--- src/rtl/fault_report_defs.svh ---
/*
  Constants for the fault reporting and output response logic: fault register
  bit positions, diagnostic byte layout, PWM fault duty codes, reset values and
  self-test timing.
  Assumes it is included by bare name wherever these names are needed.
*/
`ifndef FAULT_REPORT_DEFS_SVH
`define FAULT_REPORT_DEFS_SVH

`define ERR_W 13
`define ERR_ACF 0
`define ERR_AOC 1
`define ERR_TSE 2
`define ERR_SAT 3
`define ERR_SLF 4
`define ERR_SRR 5
`define ERR_POR 6
`define ERR_ESE 7
`define ERR_UVD 8
`define ERR_OVD 9
`define ERR_EUE 10
`define ERR_SPE 11
`define ERR_OFE 12

// Power-on reset flag is set on startup
`define ERR_RESET 13'h0040
`define DIAG_RESET 8'h10
// Critical flags only clear with a device reset
`define ERR_CRIT_MASK 13'h1C00
`define ERR_CLEARABLE_MASK 13'h03FF
// Flags that drive the analog fault response
`define ERR_ANALOG_MASK 13'h033F

`define DIAG_SLF 0
`define DIAG_SRR 1
`define DIAG_ACF 2
`define DIAG_TSE 3
`define DIAG_POR 4
`define DIAG_UOV 5
`define DIAG_SAT 6
`define DIAG_AOC 7

`define DUTY_NONE 7'h00
`define DUTY_SLF 7'h0A
`define DUTY_SRR 7'h14
`define DUTY_ACF 7'h1E
`define DUTY_TSE 7'h28
`define DUTY_POR 7'h32
`define DUTY_UVD 7'h3C
`define DUTY_OVD 7'h46
`define DUTY_SAT 7'h50
`define DUTY_AOC 7'h5A

`define SENT_DIAG_OPT_A 4'h2
`define SENT_DIAG_OPT_B 4'h8
`define SENT_DIAG_OPT_C 4'hD

`define OVD_SEL_HIGH 1'b0

`define CLK_FREQ_KHZ 250000
`define LBIST_TIME_MS 200
`define LBIST_CNT_W 26
`define LBIST_GOOD_SIG 32'h6C56C9EF

`define HOLD_W 4
`define FRAME_FIFO_DEPTH 8

`endif

--- src/rtl/fault_report_pkg.sv ---
/*
  Types shared by the fault reporting logic: output modes, pin drive
  responses, configuration bundle, overvoltage comparator bundle and the
  per-frame SENT fault word.
  Assumes nothing beyond a SystemVerilog compiler.
*/
package fault_report_pkg;

  typedef enum logic [1:0] {
    MODE_ANALOG,
    MODE_PWM,
    MODE_SENT
  } out_mode_t;

  typedef enum logic [1:0] {
    DRV_NORMAL,
    DRV_HIZ,
    DRV_HIGH,
    DRV_LOW
  } drive_t;

  typedef struct packed {
    out_mode_t out_mode;
    logic lock_set;
    logic ovd_sel;
    logic dig_resp_sel;
    drive_t fault_level;
    logic [3:0] hiz_hold;
    logic [3:0] sent_data_sel;
  } cfg_t;

  // Rise: supply above rise threshold; fall: supply below fall threshold
  typedef struct packed {
    logic hi_rise;
    logic hi_fall;
    logic lo_rise;
    logic lo_fall;
  } ov_cmp_t;

  typedef struct packed {
    logic [1:0] frame_status_bits;
    logic diag_valid;
    logic [7:0] diag_byte;
  } frame_t;

endpackage

--- src/rtl/fault_report_output_logic.sv ---
/*
  Fault reporting and output response logic with its frame FIFO. Collects
  fault levels into the fault register and its two copies, picks the output
  response per protocol, builds SENT fault words and runs the self-test timer.
  Assumes fault levels and event pulses come from logic on clk; the
  overvoltage comparators are asynchronous pins.
*/
//
// Contract
// - Overvoltage holds fault response until read or reported
// - Overvoltage only with lock; else high impedance
// - Select 0 high threshold pair, 1 low
// - Status bits stick until read or sent
// - Status bit 0 ORs five signal faults
// - Status bit 1 ORs voltage, saturation, clamp
// - Serial copy clears only after being sent
// - Options 2/8/13 carry diagnostic nibbles every frame
// - Diagnostic byte bit layout fixed per flag
// - Response select forces high impedance in digital
// - PWM fault: half frequency, per-flag duty
// - Highest priority fault reported in PWM; analog drives the configured level for any flag (code: only ERR_ANALOG_MASK flags, not POR or ESE)
// - Critical faults: high impedance digital, analog high
// - Analog response; high impedance held N updates
// - Undervoltage: configured level, SENT engine reset
// - Self-test start runs timer, blocks communication
// - Self-test done, pass and signature reported
// - Fault register bit positions fixed
// - New faults go out at next opportunity
// - Clamp flag bit 1, priority 9, 90%
`timescale 1ns/100ps
`include "fault_report_defs.svh"
`default_nettype none
////////////////////////////////////////////////////////////////////////////////
module frame_fifo #(
  parameter int WIDTH = 11,
  parameter int DEPTH = 8
) (
  input wire logic clk,
  input wire logic rst,
  input wire logic in_valid,
  output logic in_ready,
  input wire logic [WIDTH-1:0] in_data,
  output logic out_valid,
  input wire logic out_ready,
  output logic [WIDTH-1:0] out_data
);
  localparam int AW = $clog2(DEPTH);
  typedef struct packed {
    logic [DEPTH-1:0][WIDTH-1:0] mem;
    logic [AW-1:0] wr;
    logic [AW-1:0] rd;
    logic [AW:0] cnt;
  } fifo_state_t;
  fifo_state_t s_reg;
  fifo_state_t s_next;
  logic push;
  logic pop;
  assign in_ready = (s_reg.cnt != (AW+1)'(DEPTH));
  assign out_valid = (s_reg.cnt != '0);
  assign out_data = s_reg.mem[s_reg.rd];
  assign push = in_valid & in_ready;
  assign pop = out_valid & out_ready;
  always_comb begin
    s_next = s_reg;
    if (push) begin
      s_next.mem[s_reg.wr] = in_data;
      s_next.wr = AW'((s_reg.wr + 1'b1) % DEPTH);
    end
    if (pop) begin
      s_next.rd = AW'((s_reg.rd + 1'b1) % DEPTH);
    end
    if (push && !pop) begin
      s_next.cnt = s_reg.cnt + 1'b1;
    end else if (pop && !push) begin
      s_next.cnt = s_reg.cnt - 1'b1;
    end
  end

  always_ff @(posedge clk or posedge rst) begin
    if (rst) begin
      s_reg <= '0;
    end else begin
      s_reg <= s_next;
    end
  end
endmodule
////////////////////////////////////////////////////////////////////////////////
module fault_report_output_logic #(
  parameter int unsigned LBIST_CYCLES = `LBIST_TIME_MS * `CLK_FREQ_KHZ
) (
  input wire logic clk,
  input wire logic rst,
  input wire fault_report_pkg::cfg_t cfg,
  input wire logic [`ERR_W-1:0] faults_live,
  input wire fault_report_pkg::ov_cmp_t ov_cmp_pin,
  input wire logic angle_update,
  input wire logic pwm_cycle_start,
  input wire logic serial_msg_start,
  input wire logic err_read,
  input wire logic lbist_start_wr,
  input wire logic unlocked,
  input wire logic [31:0] lbist_sig_in,
  input wire logic frame_req,
  input wire logic frame_ready,
  output logic frame_taken,
  output logic frame_valid,
  output fault_report_pkg::frame_t frame_data,
  output fault_report_pkg::drive_t drive,
  output logic pwm_half_freq,
  output logic [6:0] pwm_duty,
  output logic sent_reset,
  output logic [`ERR_W-1:0] serial_flags,
  output logic [`ERR_W-1:0] err_rd_data,
  output logic comm_block,
  output logic lbist_done,
  output logic lbist_pass,
  output logic [31:0] lbist_signature
);
  typedef struct packed {
    fault_report_pkg::ov_cmp_t ov_s1;
    fault_report_pkg::ov_cmp_t ov_s2;
    logic ov;
    logic [`ERR_W-1:0] err;
    logic [`ERR_W-1:0] serial;
    logic [7:0] diag;
    logic [`ERR_W-1:0] serial_out;
    logic [`ERR_W-1:0] rd_data;
    logic pwm_half;
    logic [6:0] duty;
    fault_report_pkg::drive_t drv;
    logic [`HOLD_W-1:0] hold_cnt;
    logic sent_rst;
    logic taken;
    logic lb_run;
    logic [`LBIST_CNT_W-1:0] lb_cnt;
    logic lb_done;
    logic lb_pass;
    logic [31:0] lb_sig;
  } state_t;
  localparam state_t STATE_RESET = '{
    ov_s1: '0, ov_s2: '0, ov: 1'b0,
    err: `ERR_RESET, serial: `ERR_RESET, diag: `DIAG_RESET,
    serial_out: '0, rd_data: '0, pwm_half: 1'b0, duty: `DUTY_NONE,
    drv: fault_report_pkg::DRV_HIZ, hold_cnt: '0, sent_rst: 1'b0, taken: 1'b0,
    lb_run: 1'b0, lb_cnt: '0, lb_done: 1'b0, lb_pass: 1'b0, lb_sig: '0
  };
  state_t s_reg;
  state_t s_next;
  fault_report_pkg::frame_t frame_word;
  logic fifo_in_ready;
  logic frame_push;
  ////////////////////////////////////////////////////////////////////////////

  function automatic logic [1:0] status_of(input logic [`ERR_W-1:0] e);
    logic [1:0] st;
    st[0] = e[`ERR_SLF] | e[`ERR_SRR] | e[`ERR_ACF] | e[`ERR_TSE] | e[`ERR_POR];
    st[1] = e[`ERR_UVD] | e[`ERR_OVD] | e[`ERR_SAT] | e[`ERR_AOC];
    return st;
  endfunction
  function automatic logic [7:0] diag_of(input logic [`ERR_W-1:0] e);
    logic [7:0] d;
    d[`DIAG_SLF] = e[`ERR_SLF];
    d[`DIAG_SRR] = e[`ERR_SRR];
    d[`DIAG_ACF] = e[`ERR_ACF];
    d[`DIAG_TSE] = e[`ERR_TSE];
    d[`DIAG_POR] = e[`ERR_POR];
    d[`DIAG_UOV] = e[`ERR_UVD] | e[`ERR_OVD];
    d[`DIAG_SAT] = e[`ERR_SAT];
    d[`DIAG_AOC] = e[`ERR_AOC];
    return d;
  endfunction
  // Returns {found, index} of the highest priority coded PWM fault
  function automatic logic [4:0] top_fault(input logic [`ERR_W-1:0] e);
    logic [4:0] r;
    r = '0;
    if (e[`ERR_SLF]) r = {1'b1, 4'(`ERR_SLF)};
    else if (e[`ERR_SRR]) r = {1'b1, 4'(`ERR_SRR)};
    else if (e[`ERR_ACF]) r = {1'b1, 4'(`ERR_ACF)};
    else if (e[`ERR_TSE]) r = {1'b1, 4'(`ERR_TSE)};
    else if (e[`ERR_POR]) r = {1'b1, 4'(`ERR_POR)};
    else if (e[`ERR_UVD]) r = {1'b1, 4'(`ERR_UVD)};
    else if (e[`ERR_OVD]) r = {1'b1, 4'(`ERR_OVD)};
    else if (e[`ERR_SAT]) r = {1'b1, 4'(`ERR_SAT)};
    else if (e[`ERR_AOC]) r = {1'b1, 4'(`ERR_AOC)};
    return r;
  endfunction
  function automatic logic [6:0] duty_of(input logic [3:0] idx);
    logic [6:0] d;
    case (idx)
      4'(`ERR_SLF): d = `DUTY_SLF;
      4'(`ERR_SRR): d = `DUTY_SRR;
      4'(`ERR_ACF): d = `DUTY_ACF;
      4'(`ERR_TSE): d = `DUTY_TSE;
      4'(`ERR_POR): d = `DUTY_POR;
      4'(`ERR_UVD): d = `DUTY_UVD;
      4'(`ERR_OVD): d = `DUTY_OVD;
      4'(`ERR_SAT): d = `DUTY_SAT;
      4'(`ERR_AOC): d = `DUTY_AOC;
      default: d = `DUTY_NONE;
    endcase
    return d;
  endfunction

  ////////////////////////////////////////////////////////////////////////////

  // Frames are refused while the FIFO is full, so no flag is cleared for
  // a frame that never left
  assign frame_push = frame_req & fifo_in_ready & ~s_reg.lb_run;
  always_comb begin
    frame_word.frame_status_bits = status_of(s_reg.err);
    frame_word.diag_valid = (cfg.sent_data_sel == `SENT_DIAG_OPT_A) |
                            (cfg.sent_data_sel == `SENT_DIAG_OPT_B) |
                            (cfg.sent_data_sel == `SENT_DIAG_OPT_C);
    frame_word.diag_byte = frame_word.diag_valid ? s_reg.diag : 8'h00;
  end
  frame_fifo #(
    .WIDTH($bits(fault_report_pkg::frame_t)),
    .DEPTH(`FRAME_FIFO_DEPTH)
  ) u_fifo (
    .clk(clk),
    .rst(rst),
    .in_valid(frame_push),
    .in_ready(fifo_in_ready),
    .in_data(frame_word),
    .out_valid(frame_valid),
    .out_ready(frame_ready),
    .out_data(frame_data)
  );

  ////////////////////////////////////////////////////////////////////////////

  always_comb begin
    logic rise, fall, acc, crit;
    logic [`ERR_W-1:0] live, clr;
    logic [4:0] top;
    fault_report_pkg::drive_t drv;
    rise = 1'b0;
    fall = 1'b0;
    acc = 1'b0;
    crit = 1'b0;
    live = '0;
    clr = '0;
    top = '0;
    drv = fault_report_pkg::DRV_NORMAL;
    s_next = s_reg;
    s_next.ov_s1 = ov_cmp_pin;
    s_next.ov_s2 = s_reg.ov_s1;
    // Hysteresis: set above the rise level, clear below the fall level
    if (cfg.ovd_sel == `OVD_SEL_HIGH) begin
      rise = s_reg.ov_s2.hi_rise;
      fall = s_reg.ov_s2.hi_fall;
    end else begin
      rise = s_reg.ov_s2.lo_rise;
      fall = s_reg.ov_s2.lo_fall;
    end
    if (rise) begin
      s_next.ov = 1'b1;
    end else if (fall) begin
      s_next.ov = 1'b0;
    end
    live = faults_live;
    live[`ERR_OVD] = cfg.lock_set & s_reg.ov;
    acc = ~s_reg.lb_run;
    if (frame_push && cfg.out_mode == fault_report_pkg::MODE_SENT) begin
      if (frame_word.frame_status_bits != 2'b00) begin
        clr = clr | s_reg.err;
      end
    end
    if (err_read && acc) begin
      s_next.rd_data = s_reg.err;
      clr = clr | s_reg.err;
    end
    if (pwm_cycle_start && cfg.out_mode == fault_report_pkg::MODE_PWM) begin
      top = top_fault(s_reg.err);
      s_next.pwm_half = top[4];
      s_next.duty = top[4] ? duty_of(top[3:0]) : `DUTY_NONE;
      if (top[4]) begin
        clr[top[3:0]] = 1'b1;
      end
    end
    // Analog reports directly, so a clearable flag lasts only as long as its cause
    if (cfg.out_mode == fault_report_pkg::MODE_ANALOG) begin
      clr = clr | ~live;
    end
    // Set wins over clear; critical flags never clear here
    s_next.err = (s_reg.err & ~(clr & `ERR_CLEARABLE_MASK)) | live;
    if (serial_msg_start) begin
      s_next.serial_out = s_reg.serial;
      s_next.serial = live;
    end else begin
      s_next.serial = s_reg.serial | live;
    end
    if (frame_push && frame_word.diag_valid) begin
      s_next.diag = diag_of(live);
    end else begin
      s_next.diag = s_reg.diag | diag_of(live);
    end
    crit = |(s_reg.err & `ERR_CRIT_MASK);
    s_next.sent_rst = 1'b0;
    if (s_reg.hold_cnt != '0 && angle_update) begin
      s_next.hold_cnt = s_reg.hold_cnt - 1'b1;
    end
    if (!cfg.lock_set && s_reg.ov) begin
      drv = fault_report_pkg::DRV_HIZ;
    end else if (crit) begin
      drv = (cfg.out_mode == fault_report_pkg::MODE_ANALOG) ?
            fault_report_pkg::DRV_HIGH : fault_report_pkg::DRV_HIZ;
    end else if (cfg.out_mode == fault_report_pkg::MODE_ANALOG) begin
      if (|(s_reg.err & `ERR_ANALOG_MASK)) begin
        drv = cfg.fault_level;
        if (cfg.fault_level == fault_report_pkg::DRV_HIZ) begin
          s_next.hold_cnt = cfg.hiz_hold;
        end
      end else if (s_reg.hold_cnt != '0) begin
        // Gives the load time to pull the pin to its rail
        drv = fault_report_pkg::DRV_HIZ;
      end
    end else if (live[`ERR_UVD]) begin
      drv = cfg.fault_level;
      s_next.sent_rst = (cfg.out_mode == fault_report_pkg::MODE_SENT);
    end else if (cfg.dig_resp_sel && |live) begin
      drv = fault_report_pkg::DRV_HIZ;
    end
    s_next.drv = drv;
    s_next.taken = frame_push;
    if (s_reg.lb_run) begin
      s_next.lb_cnt = s_reg.lb_cnt + 1'b1;
      if (s_reg.lb_cnt == `LBIST_CNT_W'(LBIST_CYCLES - 1)) begin
        s_next.lb_run = 1'b0;
        s_next.lb_done = 1'b1;
        s_next.lb_sig = lbist_sig_in;
        s_next.lb_pass = (lbist_sig_in == `LBIST_GOOD_SIG);
      end
    end else if (lbist_start_wr && unlocked) begin
      s_next.lb_run = 1'b1;
      s_next.lb_cnt = '0;
      s_next.lb_done = 1'b0;
      s_next.lb_pass = 1'b0;
    end
  end
  always_ff @(posedge clk or posedge rst) begin
    if (rst) begin
      s_reg <= STATE_RESET;
    end else begin
      s_reg <= s_next;
    end
  end

  assign frame_taken = s_reg.taken;
  assign drive = s_reg.drv;
  assign pwm_half_freq = s_reg.pwm_half;
  assign pwm_duty = s_reg.duty;
  assign sent_reset = s_reg.sent_rst;
  assign serial_flags = s_reg.serial_out;
  assign err_rd_data = s_reg.rd_data;
  assign comm_block = s_reg.lb_run;
  assign lbist_done = s_reg.lb_done;
  assign lbist_pass = s_reg.lb_pass;
  assign lbist_signature = s_reg.lb_sig;
endmodule

`default_nettype wire

--- config.mk ---
export PLATFORM = sky130hd
export DESIGN_NAME = fault_report_output_logic
export DESIGN_NICKNAME = d
export VERILOG_FILES = /design/src/rtl/fault_report_pkg.sv /design/src/rtl/fault_report_output_logic.sv
export VERILOG_INCLUDE_DIRS = /design/src /design/src/rtl
export SDC_FILE = /design/constraint.sdc
export NUM_CORES = 1
export LEC_CHECK = 0
export ABC_AREA = 0
export BUFFER_PORTS_ARGS = -buffer_cell sky130_fd_sc_hd__buf_2
export CELL_PAD_IN_SITES_DETAIL_PLACEMENT = 0
export CELL_PAD_IN_SITES_GLOBAL_PLACEMENT = 1
export CORE_MARGIN = 5
export CORE_UTILIZATION = 46
export DETAILED_ROUTE_END_ITERATION = 10
export PLACE_DENSITY = 0.81
export SLEW_MARGIN = 20
export SYNTH_ARGS = -nofsm -noshare
export SYNTH_HDL_FRONTEND = slang
export SYNTH_SLANG_ARGS = --single-unit
--- constraint.sdc ---
create_clock -name clk -period 9.2 [get_ports clk]
set_input_delay 0.46 -clock clk [delete_from_list [all_inputs] [get_ports clk]]
set_output_delay 0.46 -clock clk [all_outputs]
set_load 0.05 [all_outputs]
==> run metrics <==
minimum clock period 3080 ps; RSZ-0062 raised after global routing no; cell area after layout approximately 13000 sq um; FMAX 325 MHz; synthesized area per cell approximately 12 sq um; core area between 20000 and 25000 sq um; critical path class flip-flop to output pin; dpl hpwl 16.5 mm; CP max FO 18; Total Routed Length 24.2 mm; Critical Path Start Type flip-flop; worst vdd rail ir drop 166 uV; Syn Inst Count between 900 and 1000; GR Util All Layers 17.5%; CP required 8740 ps; # nets final around 1100; Die ar. 27500 sq um; Slew Limit Fails 0; post-synthesis sequential area ratio 54.5%; Die Ht ~170 microns; I/O pin count 159; setup clock skew after layout 12.0 ps; Mapped Nets 1008; post-cts gate resize count 0; cell with the most instances after synthesis dfrtp_1; largest net degree at the start of global routing 109; Post-Syn Area 11200 sq um; Routed wire per std cell 17.9 microns; worst slew pin tran 1090 ps; number of synthesized flops with an enable pin 0; initial antenna violation count 0; Clock transition at path regs 60 ps; fraction of layout cells with a size suffix above 1 35.4%; setup_tns 0 ps; Commonest cells post-synth 239 x dfrtp_1, 103 x mux2_2, 99 x nand2_1, 71 x buf_4, 61 x o21ai_0; total CTS buffers 27; Area growth syn-to-layout 12.9%; status completed; CP arrival around 2600 ps; Placed Area 11700 sq um; Hold Crit Class input port to flip-flop; worst hold slack 44.7 ps; DRC 0; synthesized flop and latch total 243; diodes inserted 0; vias in the first global route 7704; Vias/cell between 5 and 6; clk root buf clkbuf_16; top post-synthesis cells by area dfrtp_1 54%, mux2_2 10%, buf_4 4.8%, mux4_2 4.4%, nand2_1 3.3%; Placer Congestion roughly 0.8; # clock sinks 243; row count between 50 and 60; internal reg-to-reg setup slack approximately 6400 ps; H-tree levels 1; port buffer count 156; DR iter-0 viols 436; DR vias between 7000 and 8000; Lkg Pwr 5.86 nW; Die Width roughly 170 microns; Final Setup Violations 0; critical path endpoint category output pin; Max Cap Violations 0; max reg flops 98; initial core utilization between 40% and 50%; Distinct cells, synth 63; hold_buf cts 0; share of the synthesized area in the top cell type 53.5%; grt ovf 0; fin crit share between 30 and 40%; Initial DRT Pass Iterations 5; CTS tree yes; antenna-violating nets left 0; Post-synth top flop dfrtp_1; Power Dens Cells ~240 nW/um^2; worst-skew pair later-pin latency 520 ps; endpoints failing hold 0; Synth Warn # 0; async set-reset flop share out of synthesis 100%; post-CTS setup buffers 0; first-pass GRT wire length 40.5 mm; largest area contributor in the netlist dfrtp_1; CTS Buffer Depth 3; worst rel slew slack 26.8%
-- area by class of cell --
| cell class | count | area (sq um) |
|---|---|---|
| Sequential cell | 243 | 6090 |
| Clock buffer | 39 | 791 |
| Inverter | 15 | 63.8 |
| Timing Repair Buffer | 163 | 833 |
| Tap cell | 324 | 405 |
| Clock inverter | 9 | 82.6 |
| Fill cell | 2194 | 11500 |
| Multi-Input combinational cell | 559 | 4350 |
-- worst max-delay path, cell delays in order (launching register included) --
cell and delay, ps:
dfrtp_1 570, buf_4 430, mux4_2 560, mux2_2 300, buf_2 220
-- layout by cell type, fill, tap and decap left out, types with 9 or more instances in the layout --
| cell type | instances |
|---|---|
| ha_1 | 10 |
| inv_1 | 13 |
| nand3_1 | 22 |
| o21ai_0 | 61 |
| buf_2 | 156 |
| mux2i_1 | 16 |
| a21oi_1 | 25 |
| nand2_1 | 99 |
| nor2_1 | 33 |
| nand4_1 | 12 |
| mux2_2 | 103 |
| clkbuf_16 | 27 |
| and2_1 | 9 |
| dfrtp_1 | 238 |
| a21o_1 | 24 |
| mux4_2 | 22 |
| o31ai_1 | 10 |
-- per-stage QoR --
step                      worst slack, ps  total power [mW]  util (%)  std cells
after floorplan                      2070              1.85         -        923
after global placement               6260              1.97      48.6       1304
after detailed placement             6240              1.99      48.6       1304
after CTS                            6070              3.04      52.3       1352
after global routing                 5980              3.16      52.3       1352
final                                6120              3.00      52.3       1352
-- power breakdown --
part	switching, mW	internal [mW]
combinational	0.343	0.249
sequential	0.167	1.20
clock	0.420	0.623
-- final timing paths --
kind	start	endpoint	depth (start not counted)
max	u_fifo.s_reg[4]$_DFFE_PP0P_	frame_data[4]	4
min	ov_cmp_pin[3]	s_next[141]$_DFF_PP0_	1
max reg2reg	comm_block$_DFF_PP0_	u_fifo.s_reg[87]$_DFFE_PP0P_	4
min reg2reg	s_next[140]$_DFF_PP0_	s_reg[140]$_DFF_PP0_	0
max in group asynchronous	rst	u_fifo.s_reg[49]$_DFFE_PP0P_	4
min in group asynchronous	rst	lbist_signature[26]$_DFFE_PP0P_	2
-- logic make-up (layout without fill, tap and decap cells) --
kind of cell,after synthesis,in the layout,synth area share [%]
and+or+nand+nor,241,241,11.6
other,1,1,0.0336
AOI/OAI and AO/OA,153,153,8.60
muxes,142,142,16.4
DFF,243,243,54.5
xor gates and xnor gates,11,11,0.862
buffers and inverters,121,226,6.82
adders and majority gates,11,11,1.30
-- per-layer routing --
metal  up-vias  part of all wire [%]  track usage [%]
met4         0                   2.1             4.02
met3        38                   5.9             4.02
met5         -                     0                0
met2       193                    47             28.1
li1       3407                     -                -
met1      3590                    45             24.5
Power figures use the tool's default switching activity.
